<file path="config.mk">
export PLATFORM = sky130hd
export DESIGN_NAME = usc_top
export DESIGN_NICKNAME = d
export VERILOG_FILES = /design/src/design/usc_pkg.sv /design/src/design/usc_tx_mem.sv /design/src/design/usc_top.sv
export SDC_FILE = /design/constraint.sdc
export NUM_CORES = 1
export LEC_CHECK = 0
export BUFFER_PORTS_ARGS = -buffer_cell sky130_fd_sc_hd__buf_2
export CAP_MARGIN = 20
export CORE_UTILIZATION = 61
export CTS_BUF_LIST = sky130_fd_sc_hd__clkbuf_2
export DETAILED_ROUTE_END_ITERATION = 6
export HOLD_SLACK_MARGIN = 0.02
export PLACE_DENSITY_LB_ADDON = 0.15
export SLEW_MARGIN = 10
export SYNTH_ARGS = -nofsm -noshare
export SYNTH_HDL_FRONTEND = slang
export SYNTH_SLANG_ARGS = --single-unit
</file>
<file path="constraint.sdc">
create_clock -name clk_i -period 6.2 [get_ports clk_i]
set_input_delay 0.93 -clock clk_i [delete_from_list [all_inputs] [get_ports clk_i]]
set_output_delay 0.93 -clock clk_i [all_outputs]
set_load 0.005 [all_outputs]
</file>
<file path="src/design/usc_pkg.sv">
package usc_pkg;

  // ****************************************************************
  // register byte offsets
  // ****************************************************************
  localparam logic [7:0] ADDR_CTRL     = 8'h00;
  localparam logic [7:0] ADDR_TXDATA   = 8'h04;
  localparam logic [7:0] ADDR_IRQ_STAT = 8'h08;
  localparam logic [7:0] ADDR_IRQ_MASK = 8'h0c;
  localparam logic [7:0] ADDR_CFG      = 8'h10;

  // ****************************************************************
  // serial_status_control_reg fields
  // ****************************************************************
  localparam int B_TXSEL_HI = 15;
  localparam int B_TXINV    = 14;
  localparam int B_TXSEL_LO = 13;
  localparam int B_UNIMP    = 12;
  localparam int B_BRK      = 11;
  localparam int B_TXEN     = 10;
  localparam int B_TXBF     = 9;
  localparam int B_TX_SHIFT_EMPTY     = 8;
  localparam int B_RXSEL_HI = 7;
  localparam int B_RXSEL_LO = 6;
  localparam int B_ADDRESS_DETECT_ENABLE    = 5;
  localparam int B_RECEIVER_IDLE    = 4;
  localparam int B_PARITY_ERROR_FLAG     = 3;
  localparam int B_FRAMING_ERROR_FLAG     = 2;
  localparam int B_OVERRUN_ERROR_FLAG     = 1;
  localparam int B_RXDA     = 0;

  localparam logic [1:0] TXSEL_EACH  = 2'h0;
  localparam logic [1:0] TXSEL_DONE  = 2'h1;
  localparam logic [1:0] TXSEL_EMPTY = 2'h2;
  localparam logic [1:0] RXSEL_FULL  = 2'h3;
  localparam logic [1:0] RXSEL_3Q    = 2'h2;

  localparam logic [2:0] RX_FULL_LEVEL = 3'h4;
  localparam logic [2:0] RX_3Q_LEVEL   = 3'h3;

  // ****************************************************************
  // interrupt status / mask and config fields
  // ****************************************************************
  localparam int IRQ_TX  = 0;
  localparam int IRQ_RX  = 1;
  localparam int IRQ_BRK = 2;
  localparam int IRQ_W   = 3;
  localparam int CFG_INFRARED_ENCODE_ENABLE = 0;

  localparam logic [IRQ_W-1:0] IRQ_MASK_RESET = 3'h0;
  localparam logic             RECEIVER_IDLE_RESET    = 1'b1;

  // ****************************************************************
  // framing and timing
  // ****************************************************************
  localparam int TX_DEPTH    = 4;
  localparam int DATA_BITS   = 8;
  localparam int BREAK_ZEROS = 12;
  localparam int CLK_PERIOD_NS = 100;
  localparam int BIT_TIME_NS   = 1600;
  localparam int IR_PULSE_NS   = 300;
  localparam int BIT_CYCLES    = BIT_TIME_NS / CLK_PERIOD_NS;
  localparam int IR_PULSE_CYCLES = (IR_PULSE_NS + CLK_PERIOD_NS - 1) / CLK_PERIOD_NS;

endpackage

</file>
<file path="src/design/usc_tx_mem.sv">
`timescale 1ns/1ns
module usc_tx_mem #(
  parameter int WIDTH = 8,
  parameter int DEPTH = 4,
  parameter int AW    = 2
) (
  input  wire logic             clk_i,
  input  wire logic             rst_n_i,
  input  wire logic             ce_i,
  input  wire logic             we_i,
  input  wire logic [AW-1:0]    waddr_i,
  input  wire logic [WIDTH-1:0] wdata_i,
  input  wire logic [AW-1:0]    raddr_i,
  output logic      [WIDTH-1:0] rdata_o
);

  logic [WIDTH-1:0] mem_q [DEPTH];
  logic [WIDTH-1:0] rdata_q;

  always_ff @(posedge clk_i) begin
    if (ce_i && we_i) begin
      mem_q[waddr_i] <= wdata_i;
    end
  end

  always_ff @(posedge clk_i or negedge rst_n_i) begin
    if (!rst_n_i) begin
      rdata_q <= '0;
    end else if (ce_i) begin
      rdata_q <= mem_q[raddr_i];
    end
  end

  assign rdata_o = rdata_q;

endmodule

</file>
<file path="src/design/usc_top.sv">
`timescale 1ns/1ns
// Behaviour
// select 00: interrupt on each shift load
// select 01: interrupt when all transmission done
// select 10: interrupt when load empties buffer
// software never programs select 11
// no infrared: invert set idles line low
// infrared: invert set encodes idle one
// break: start, twelve zeros, stop
// hardware clears break bit after break
// transmit enable drives the transmit pin
// disable aborts, flushes buffer, releases pin
// buffer full flag reads buffer full
// shift empty flag: nothing queued, reset one
// receive select 11: interrupt at four characters
// receive select 10: interrupt at three characters
// receive select 0x: interrupt every character
// bit 12 always reads zero
// overrun sticky, software clears; others read-only
module usc_top
  import usc_pkg::*;
#(
  parameter int BIT_CYCLES_P = BIT_CYCLES,
  parameter int IR_CYCLES_P  = IR_PULSE_CYCLES
) (
  input  wire logic        clk_i,
  input  wire logic        rst_n_i,
  input  wire logic        ce_i,
  input  wire logic        hsel_i,
  input  wire logic [31:0] haddr_i,
  input  wire logic [1:0]  htrans_i,
  input  wire logic        hwrite_i,
  input  wire logic [2:0]  hsize_i,
  input  wire logic [31:0] hwdata_i,
  input  wire logic        hready_i,
  output logic      [31:0] hrdata_o,
  output logic             hreadyout_o,
  output logic             hresp_o,
  output logic             serial_tx_pin_o,
  output logic             serial_tx_pin_oe_o,
  output logic             address_detect_enable_o,
  input  wire logic        rx_push_i,
  input  wire logic [2:0]  rx_level_i,
  input  wire logic        receiver_idle_i,
  input  wire logic        parity_error_i,
  input  wire logic        framing_error_i,
  input  wire logic        rx_overrun_i,
  input  wire logic        rx_data_available_i,
  output logic             irq_o
);

  typedef enum logic [2:0] {TX_IDLE, TX_LOAD, TX_START, TX_DATA, TX_STOP} usc_tx_state_e;

  // ****************************************************************
  // ahb-lite slave
  // ****************************************************************
  logic        wr_q;
  logic        rd_wait_q;
  logic [7:0]  waddr_q;
  logic [7:0]  raddr_q;
  logic [31:0] hrdata_q;
  logic [31:0] rd_mux;

  wire addr_ok  = (haddr_i[31:8] == 24'h000000) && (haddr_i[1:0] == 2'h0);
  wire accept   = hsel_i && htrans_i[1] && hready_i;
  wire wr_ctrl  = wr_q && (waddr_q == ADDR_CTRL);
  wire wr_txd   = wr_q && (waddr_q == ADDR_TXDATA);
  wire wr_stat  = wr_q && (waddr_q == ADDR_IRQ_STAT);
  wire wr_mask  = wr_q && (waddr_q == ADDR_IRQ_MASK);
  wire wr_cfg   = wr_q && (waddr_q == ADDR_CFG);

  always_ff @(posedge clk_i or negedge rst_n_i) begin
    if (!rst_n_i) begin
      wr_q      <= 1'b0;
      rd_wait_q <= 1'b0;
      waddr_q   <= 8'h00;
      raddr_q   <= 8'h00;
      hrdata_q  <= 32'h00000000;
    end else if (ce_i) begin
      wr_q      <= accept && hwrite_i && addr_ok;
      rd_wait_q <= accept && !hwrite_i;
      waddr_q   <= haddr_i[7:0];
      if (accept) begin
        raddr_q <= addr_ok ? haddr_i[7:0] : 8'hff;
      end
      if (rd_wait_q) begin
        hrdata_q <= rd_mux;
      end
    end
  end

  assign hreadyout_o = !rd_wait_q;
  assign hresp_o     = 1'b0;
  assign hrdata_o    = hrdata_q;

  // ****************************************************************
  // control and status state
  // ****************************************************************
  logic [1:0]       txsel_q;
  logic             inv_q;
  logic             brk_q;
  logic             txen_q;
  logic [1:0]       rxsel_q;
  logic             address_detect_enable_q;
  logic             infrared_encode_enable_q;
  logic             receiver_idle_q;
  logic             parity_error_flag_q;
  logic             framing_error_flag_q;
  logic             overrun_error_flag_q;
  logic             rxda_q;
  logic [IRQ_W-1:0] irq_stat_q;
  logic [IRQ_W-1:0] irq_mask_q;
  logic [IRQ_W-1:0] irq_ev;
  logic             brk_done;

  always_ff @(posedge clk_i or negedge rst_n_i) begin
    if (!rst_n_i) begin
      txsel_q <= TXSEL_EACH;
      inv_q   <= 1'b0;
      txen_q  <= 1'b0;
      rxsel_q <= 2'h0;
      address_detect_enable_q <= 1'b0;
      infrared_encode_enable_q  <= 1'b0;
    end else if (ce_i) begin
      if (wr_ctrl) begin
        txsel_q <= {hwdata_i[B_TXSEL_HI], hwdata_i[B_TXSEL_LO]};
        inv_q   <= hwdata_i[B_TXINV];
        txen_q  <= hwdata_i[B_TXEN];
        rxsel_q <= hwdata_i[B_RXSEL_HI:B_RXSEL_LO];
        address_detect_enable_q <= hwdata_i[B_ADDRESS_DETECT_ENABLE];
      end
      if (wr_cfg) begin
        infrared_encode_enable_q <= hwdata_i[CFG_INFRARED_ENCODE_ENABLE];
      end
    end
  end

  // break bit: a software write beats the hardware clear
  wire brk_d = wr_ctrl ? hwdata_i[B_BRK] : (brk_done ? 1'b0 : brk_q);
  // overrun: hardware set beats software clear by writing zero
  wire overrun_error_flag_d = rx_overrun_i || (overrun_error_flag_q && !(wr_ctrl && !hwdata_i[B_OVERRUN_ERROR_FLAG]));
  wire [IRQ_W-1:0] stat_d = irq_ev | (irq_stat_q & ~(wr_stat ? hwdata_i[IRQ_W-1:0] : '0));

  always_ff @(posedge clk_i or negedge rst_n_i) begin
    if (!rst_n_i) begin
      brk_q      <= 1'b0;
      overrun_error_flag_q     <= 1'b0;
      receiver_idle_q    <= RECEIVER_IDLE_RESET;
      parity_error_flag_q     <= 1'b0;
      framing_error_flag_q     <= 1'b0;
      rxda_q     <= 1'b0;
      irq_stat_q <= '0;
      irq_mask_q <= IRQ_MASK_RESET;
    end else if (ce_i) begin
      brk_q      <= brk_d;
      overrun_error_flag_q     <= overrun_error_flag_d;
      receiver_idle_q    <= receiver_idle_i;
      parity_error_flag_q     <= parity_error_i;
      framing_error_flag_q     <= framing_error_i;
      rxda_q     <= rx_data_available_i;
      irq_stat_q <= stat_d;
      if (wr_mask) begin
        irq_mask_q <= hwdata_i[IRQ_W-1:0];
      end
    end
  end

  assign irq_o = |(irq_stat_q & irq_mask_q);
  assign address_detect_enable_o = address_detect_enable_q;

  // ****************************************************************
  // transmit buffer
  // ****************************************************************
  logic [1:0] wptr_q;
  logic [1:0] rptr_q;
  logic [2:0] cnt_q;
  logic [7:0] buf_rdata;
  logic       pop;

  wire buf_full = (cnt_q == 3'(TX_DEPTH));
  wire push     = wr_txd && txen_q && !buf_full;
  wire txen_d   = wr_ctrl ? hwdata_i[B_TXEN] : txen_q;

  always_ff @(posedge clk_i or negedge rst_n_i) begin
    if (!rst_n_i) begin
      wptr_q <= 2'h0;
      rptr_q <= 2'h0;
      cnt_q  <= 3'h0;
    end else if (ce_i) begin
      if (!txen_d) begin
        wptr_q <= 2'h0;
        rptr_q <= 2'h0;
        cnt_q  <= 3'h0;
      end else begin
        wptr_q <= wptr_q + 2'(push);
        rptr_q <= rptr_q + 2'(pop);
        cnt_q  <= cnt_q + 3'(push) - 3'(pop);
      end
    end
  end

  usc_tx_mem #(.WIDTH(DATA_BITS), .DEPTH(TX_DEPTH), .AW(2)) u_mem (
    .clk_i   (clk_i),
    .rst_n_i (rst_n_i),
    .ce_i    (ce_i),
    .we_i    (push),
    .waddr_i (wptr_q),
    .wdata_i (hwdata_i[7:0]),
    .raddr_i (rptr_q),
    .rdata_o (buf_rdata)
  );

  // ****************************************************************
  // transmit shifter
  // ****************************************************************
  usc_tx_state_e st_q;
  usc_tx_state_e st_d;
  logic [11:0]   sh_q;
  logic [11:0]   sh_d;
  logic [3:0]    nb_q;
  logic [3:0]    nb_d;
  logic          bf_q;
  logic          bf_d;
  logic [7:0]    bc_q;
  logic          frame_done;
  logic          raw;
  logic          line_q;

  wire bit_end = (bc_q == 8'(BIT_CYCLES_P - 1));
  wire timing  = (st_q == TX_START) || (st_q == TX_DATA) || (st_q == TX_STOP);

  always_comb begin
    st_d       = st_q;
    sh_d       = sh_q;
    nb_d       = nb_q;
    bf_d       = bf_q;
    pop        = 1'b0;
    frame_done = 1'b0;
    raw        = 1'b1;
    case (st_q)
      TX_IDLE: begin
        if (txen_q && brk_q) begin
          st_d = TX_START;
          sh_d = 12'h000;
          nb_d = 4'(BREAK_ZEROS);
          bf_d = 1'b1;
        end else if (txen_q && (cnt_q != 3'h0)) begin
          pop  = 1'b1;
          st_d = TX_LOAD;
        end
      end
      TX_LOAD: begin
        sh_d = {4'h0, buf_rdata};
        nb_d = 4'(DATA_BITS);
        bf_d = 1'b0;
        st_d = TX_START;
      end
      TX_START: begin
        raw = 1'b0;
        if (bit_end) begin
          st_d = TX_DATA;
        end
      end
      TX_DATA: begin
        raw = sh_q[0];
        if (bit_end) begin
          sh_d = {1'b0, sh_q[11:1]};
          nb_d = nb_q - 4'h1;
          if (nb_q == 4'h1) begin
            st_d = TX_STOP;
          end
        end
      end
      TX_STOP: begin
        if (bit_end) begin
          frame_done = 1'b1;
          st_d       = TX_IDLE;
        end
      end
      default: begin
        st_d = TX_IDLE;
      end
    endcase
  end

  assign brk_done = frame_done && bf_q;

  always_ff @(posedge clk_i or negedge rst_n_i) begin
    if (!rst_n_i) begin
      st_q <= TX_IDLE;
      sh_q <= 12'h000;
      nb_q <= 4'h0;
      bf_q <= 1'b0;
      bc_q <= 8'h00;
    end else if (ce_i) begin
      st_q <= txen_d ? st_d : TX_IDLE;
      sh_q <= sh_d;
      nb_q <= nb_d;
      bf_q <= bf_d;
      bc_q <= (!timing || bit_end || !txen_d) ? 8'h00 : bc_q + 8'h01;
    end
  end

  // ****************************************************************
  // line encoding and pin
  // ****************************************************************
  wire ir_pulse = !raw && (bc_q < 8'(IR_CYCLES_P));
  wire line_ir  = ir_pulse ? !inv_q : inv_q;
  wire line_d   = infrared_encode_enable_q ? line_ir : (raw ^ inv_q);

  always_ff @(posedge clk_i or negedge rst_n_i) begin
    if (!rst_n_i) begin
      line_q <= 1'b1;
    end else if (ce_i) begin
      line_q <= line_d;
    end
  end

  assign serial_tx_pin_o    = line_q;
  assign serial_tx_pin_oe_o = txen_q;

  // ****************************************************************
  // interrupt events
  // ****************************************************************
  wire tx_ev_each  = pop;
  wire tx_ev_empty = pop && (cnt_q == 3'h1) && !push;
  wire tx_ev_done  = frame_done && (cnt_q == 3'h0) && !push;
  wire rx_ev_full  = rx_push_i && (rx_level_i == RX_FULL_LEVEL);
  wire rx_ev_3q    = rx_push_i && (rx_level_i == RX_3Q_LEVEL);

  assign irq_ev[IRQ_TX] = (txsel_q == TXSEL_EACH)  ? tx_ev_each  :
                          (txsel_q == TXSEL_DONE)  ? tx_ev_done  :
                          (txsel_q == TXSEL_EMPTY) ? tx_ev_empty : 1'b0;
  assign irq_ev[IRQ_RX] = (rxsel_q == RXSEL_FULL) ? rx_ev_full :
                          (rxsel_q == RXSEL_3Q)   ? rx_ev_3q   : rx_push_i;
  assign irq_ev[IRQ_BRK] = brk_done;

  // ****************************************************************
  // read mux
  // ****************************************************************
  wire tx_shift_empty = (st_q == TX_IDLE) && (cnt_q == 3'h0) && !brk_q;
  wire [15:0] ctrl_rd = {txsel_q[1], inv_q, txsel_q[0], 1'b0, brk_q, txen_q, buf_full,
                         tx_shift_empty, rxsel_q, address_detect_enable_q, receiver_idle_q, parity_error_flag_q, framing_error_flag_q,
                         overrun_error_flag_q, rxda_q};

  assign rd_mux = (raddr_q == ADDR_CTRL)     ? {16'h0000, ctrl_rd} :
                  (raddr_q == ADDR_IRQ_STAT) ? {29'h0, irq_stat_q} :
                  (raddr_q == ADDR_IRQ_MASK) ? {29'h0, irq_mask_q} :
                  (raddr_q == ADDR_CFG)      ? {31'h0, infrared_encode_enable_q}     : 32'h00000000;
endmodule

</file>
==> impl_metrics.csv <==
group,metric,value,unit
run_status,status,"complete, no violations",
place,placed_area,6200,µm²
timing,fmax,354,MHz
grt,grt_usage,0.262,
place,gp_congestion,0.811,
worst_setup_path,end_kind,"register",
worst_setup_path,crit_type,"reg -> reg",
timing,setup_tns,0,ns
grt,grt_pass1_wl,19.8,mm
place,dp_hpwl,8.34,mm
worst_setup_path,arrival,3.38,ns
logic_synthesis,yosysWarningCount,0,
timing,setup_violations,0,
grt,grt_overflow,0,
timing,worstMarginPinSlew,1.04,ns
power,p_leak,2.79,nW
clock_network,insertion_delay,0.65,ns
worst_setup_path,max_stage_delay,0.60,ns
clock_network,cts_resized,0,
final_layout,stdcell_area,6430,µm²
logic_synthesis,syn_area_per_cell,12.5,µm²
grt,antenna_found_initial,0,
final_layout,fillCellCount,688,
floorplanning,die_x,99.3,µm
logic_synthesis,synthMuxAreaShare,0.103,
timing,hold_violations,0,
timing,drv_slew,0,
worst_setup_path,slowest_stage,"or4b_4",
timing,post-route-period-util,0.455,
route,wirelength,12.0,mm
worst_setup_path,timing.critical_path.required,6.76,ns
clock_network,cts_tree,"built",
final_layout,register_area,3290,µm²
logic_synthesis,synth-async-reset-ratio,0.744,
logic_synthesis,synth-seq-area-share,0.569,
logic_synthesis,synth-simple-area-share,0.128,
final_layout,fin_util,0.699,
clock_network,cts_buffers,17,
timing,skew,0.0432,ns
worst_setup_path,cp_max_fo,6,
logic_synthesis,synth_xor_xnor_area_share,0.00758,
logic_synthesis,ys.flop_type,"dfrtp_1",
timing,rsz0062_at_grt,"no",
floorplanning,core_area,9200,µm²
timing,period_needed,2.82,ns
logic_synthesis,syn_inst,464,
logic_synthesis,synth_area,5780,µm²
worst_setup_path,start_kind,"register",
route,vias,4059,
route,viasPerCell,6.04,
timing,relSlewSlack,0.307,
power,vdd_drop_max,0.000218,V
clock_network,clkSinkCount,125,
worst_setup_path,cp_top_family,"simple AND/OR/NAND/NOR gates",
clock_network,hold_buffers,0,
clock_network,htreeDepth,4,
route,drtIter0Drc,213,
logic_synthesis,synth.largest_area_cell,"dfrtp_1",
route,postRouteAntennaNets,0,
route,drt-wirelength-per-cell,17.9,µm
min_path,hp-class,"in -> async",
floorplanning,die_y,99.3,µm
final_layout,multi_input_area,2260,µm²
logic_synthesis,synth_top_area_frac,0.394,
floorplanning,pin_count,122,
logic_synthesis,synth_top_family_by_area,"simple AND/OR/NAND/NOR gates",
power,pwr_density_cell,309,nW/µm²
floorplanning,fp-row-count,35,
logic_synthesis,ys_ff_latch,125,
final_layout,syn2layout_area_growth,11.2,%
flow_run,max_cap_violations,0,
route,drtPass1Iterations,4,
worst_setup_path,critPathBufInv,1,
worst_setup_path,startpoint,"waddr_q[1]$_DFFE_PN0P_",
final_layout,num_antenna_cells,0,
floorplanning,start_util,0.629,
clock_network,clock_path_buffers,2,
final_layout,final_cell_mix,"91 x dfrtp_1, 79 x buf_2, 35 x nor2_1, 35 x mux2_2, 32 x edfxtp_1",
floorplanning,die_area,9870,µm²
worst_setup_path,rr_startpoint,"waddr_q[1]$_DFFE_PN0P_",
clock_network,post-cts-setup-buffers,0,
logic_synthesis,synthTopCellsByArea,"dfrtp_1 39%, edfxtp_1 17%, mux2_2 6.8%",
final_layout,drive_gt1_frac,0.314,
logic_synthesis,synth_compound_gate_area_share,0.124,
logic_synthesis,synthAdderAreaFrac,0.0165,
final_layout,final_common_cell,"dfrtp_1",
clock_network,path_clk_slew,0.21,ns
power,finalPower,1.99,mW
grt,grt_pass1_vias,4058,
grt,grt_max_degree,74,
logic_synthesis,synth_edf_count,32,
final_layout,nNetsFinal,639,
place,io_buffers,80,
clock_network,cts_root_buf,"clkbuf_2",
route,drc_errors,0,
logic_synthesis,yosysUniqueCellTypes,68,
worst_setup_path,path_cells,"or4b_4 > a2111oi_4 > xnor2_1 > ha_1 > inv_1 > fa_1 > xor2_1 > nor2b_1 > a22o_1",
## layout make-up
type,instances,share of cell area
Inverter,22,0.0128
Sequential cell,125,0.512
Multi-Input combinational cell,298,0.351
Timing Repair Buffer,84,0.0674
Clock inverter,14,0.0210
Tap cell,111,0.0216
Clock buffer,18,0.0140
## logic make-up after synthesis
| logic type | Yosys count |
|---|---|
| other cells | 1 |
| flops | 125 |
| fa+ha+maj | 7 |
| mux | 45 |
| simple gates | 133 |
| buf+inv | 58 |
| compound gates | 90 |
| xor+xnor | 5 |
## synthesized netlist by cell type (all sizes together), types with 3 or more instances
cell / count
nand4: 5
buf: 22
a21oi: 10
nor3: 9
and2: 3
xnor2: 3
o22a: 5
a221oi: 8
inv: 22
nor4: 7
nand2b: 6
o21a: 3
o311ai: 4
nand3: 17
ha: 6
and4: 3
a22o: 16
nand2: 20
clkbuf: 14
a31oi: 4
o22ai: 6
dfrtp: 91
edfxtp: 32
mux4: 8
o21ai: 17
nor2b: 7
mux2: 35
nor2: 35
a32o: 4
## registers in the layout, summed over array words and instances, names as in the netlist, 3 cells and up
signal / cells
st_q: 3
cnt_q: 3
hrdata_o: 15
waddr_q: 8
irq_stat_q: 3
nb_q: 4
raddr_q: 8
u_mem.rdata_o: 8
sh_q: 8
bc_q: 8
irq_mask_q: 3
u_mem.mem_q: 32
## worst paths after layout
check	cells after the start	endpoint	slack, ns
worst max-delay path	9	cnt_q[2]$_DFFE_PN0P_	3.38
worst min-delay path	1	sh_q[3]$_DFFE_PN0P_	0.12
worst max register to register	9	cnt_q[2]$_DFFE_PN0P_	3.38
worst min register to register	2	sh_q[7]$_DFFE_PN0P_	0.51
max in group asynchronous	2	hrdata_o[4]$_DFFE_PN0P_	4.88
min in group clk_i	2	rd_wait_q$_DFFE_PN0P_	0.44
## power by group
part / internal (mW) / switching [mW] / total (mW)
registers: 0.951 / 0.126 / 1.08
logic: 0.210 / 0.215 / 0.425
clock network: 0.155 / 0.332 / 0.487
## through the flow
stage / cells / hold slack (ns) / setup slack (ns)
floorplan: 481 / 0.440 / 3.47
global placement: 640 / 0.457 / 2.93
detailed placement: 640 / 0.475 / 2.85
CTS: 672 / 0.0930 / 3.39
global route: 672 / 0.103 / 3.26
finish: 672 / 0.121 / 3.38
## worst reg2reg max path, cell delays in order, from the launching register on
cell       delay [ns]
dfrtp_1          0.43
or4b_4           0.60
a2111oi_4        0.40
xnor2_1          0.19
ha_1             0.17
inv_1            0.05
fa_1             0.38
xor2_1           0.16
nor2b_1          0.14
a22o_1           0.23
## layer usage
metal | up-vias | GRT usage | share of wire | wire length, µm
met3 | 16 | 0.0738 | 0.067 | 804
met5 | - | 0 | 0 | 0
met1 | 2037 | 0.346 | 0.42 | 5100
li1 | 1861 | - | - | -
met2 | 145 | 0.425 | 0.49 | 5950
met4 | 0 | 0.0837 | 0.014 | 168
Power figures use the tool's default switching activity.
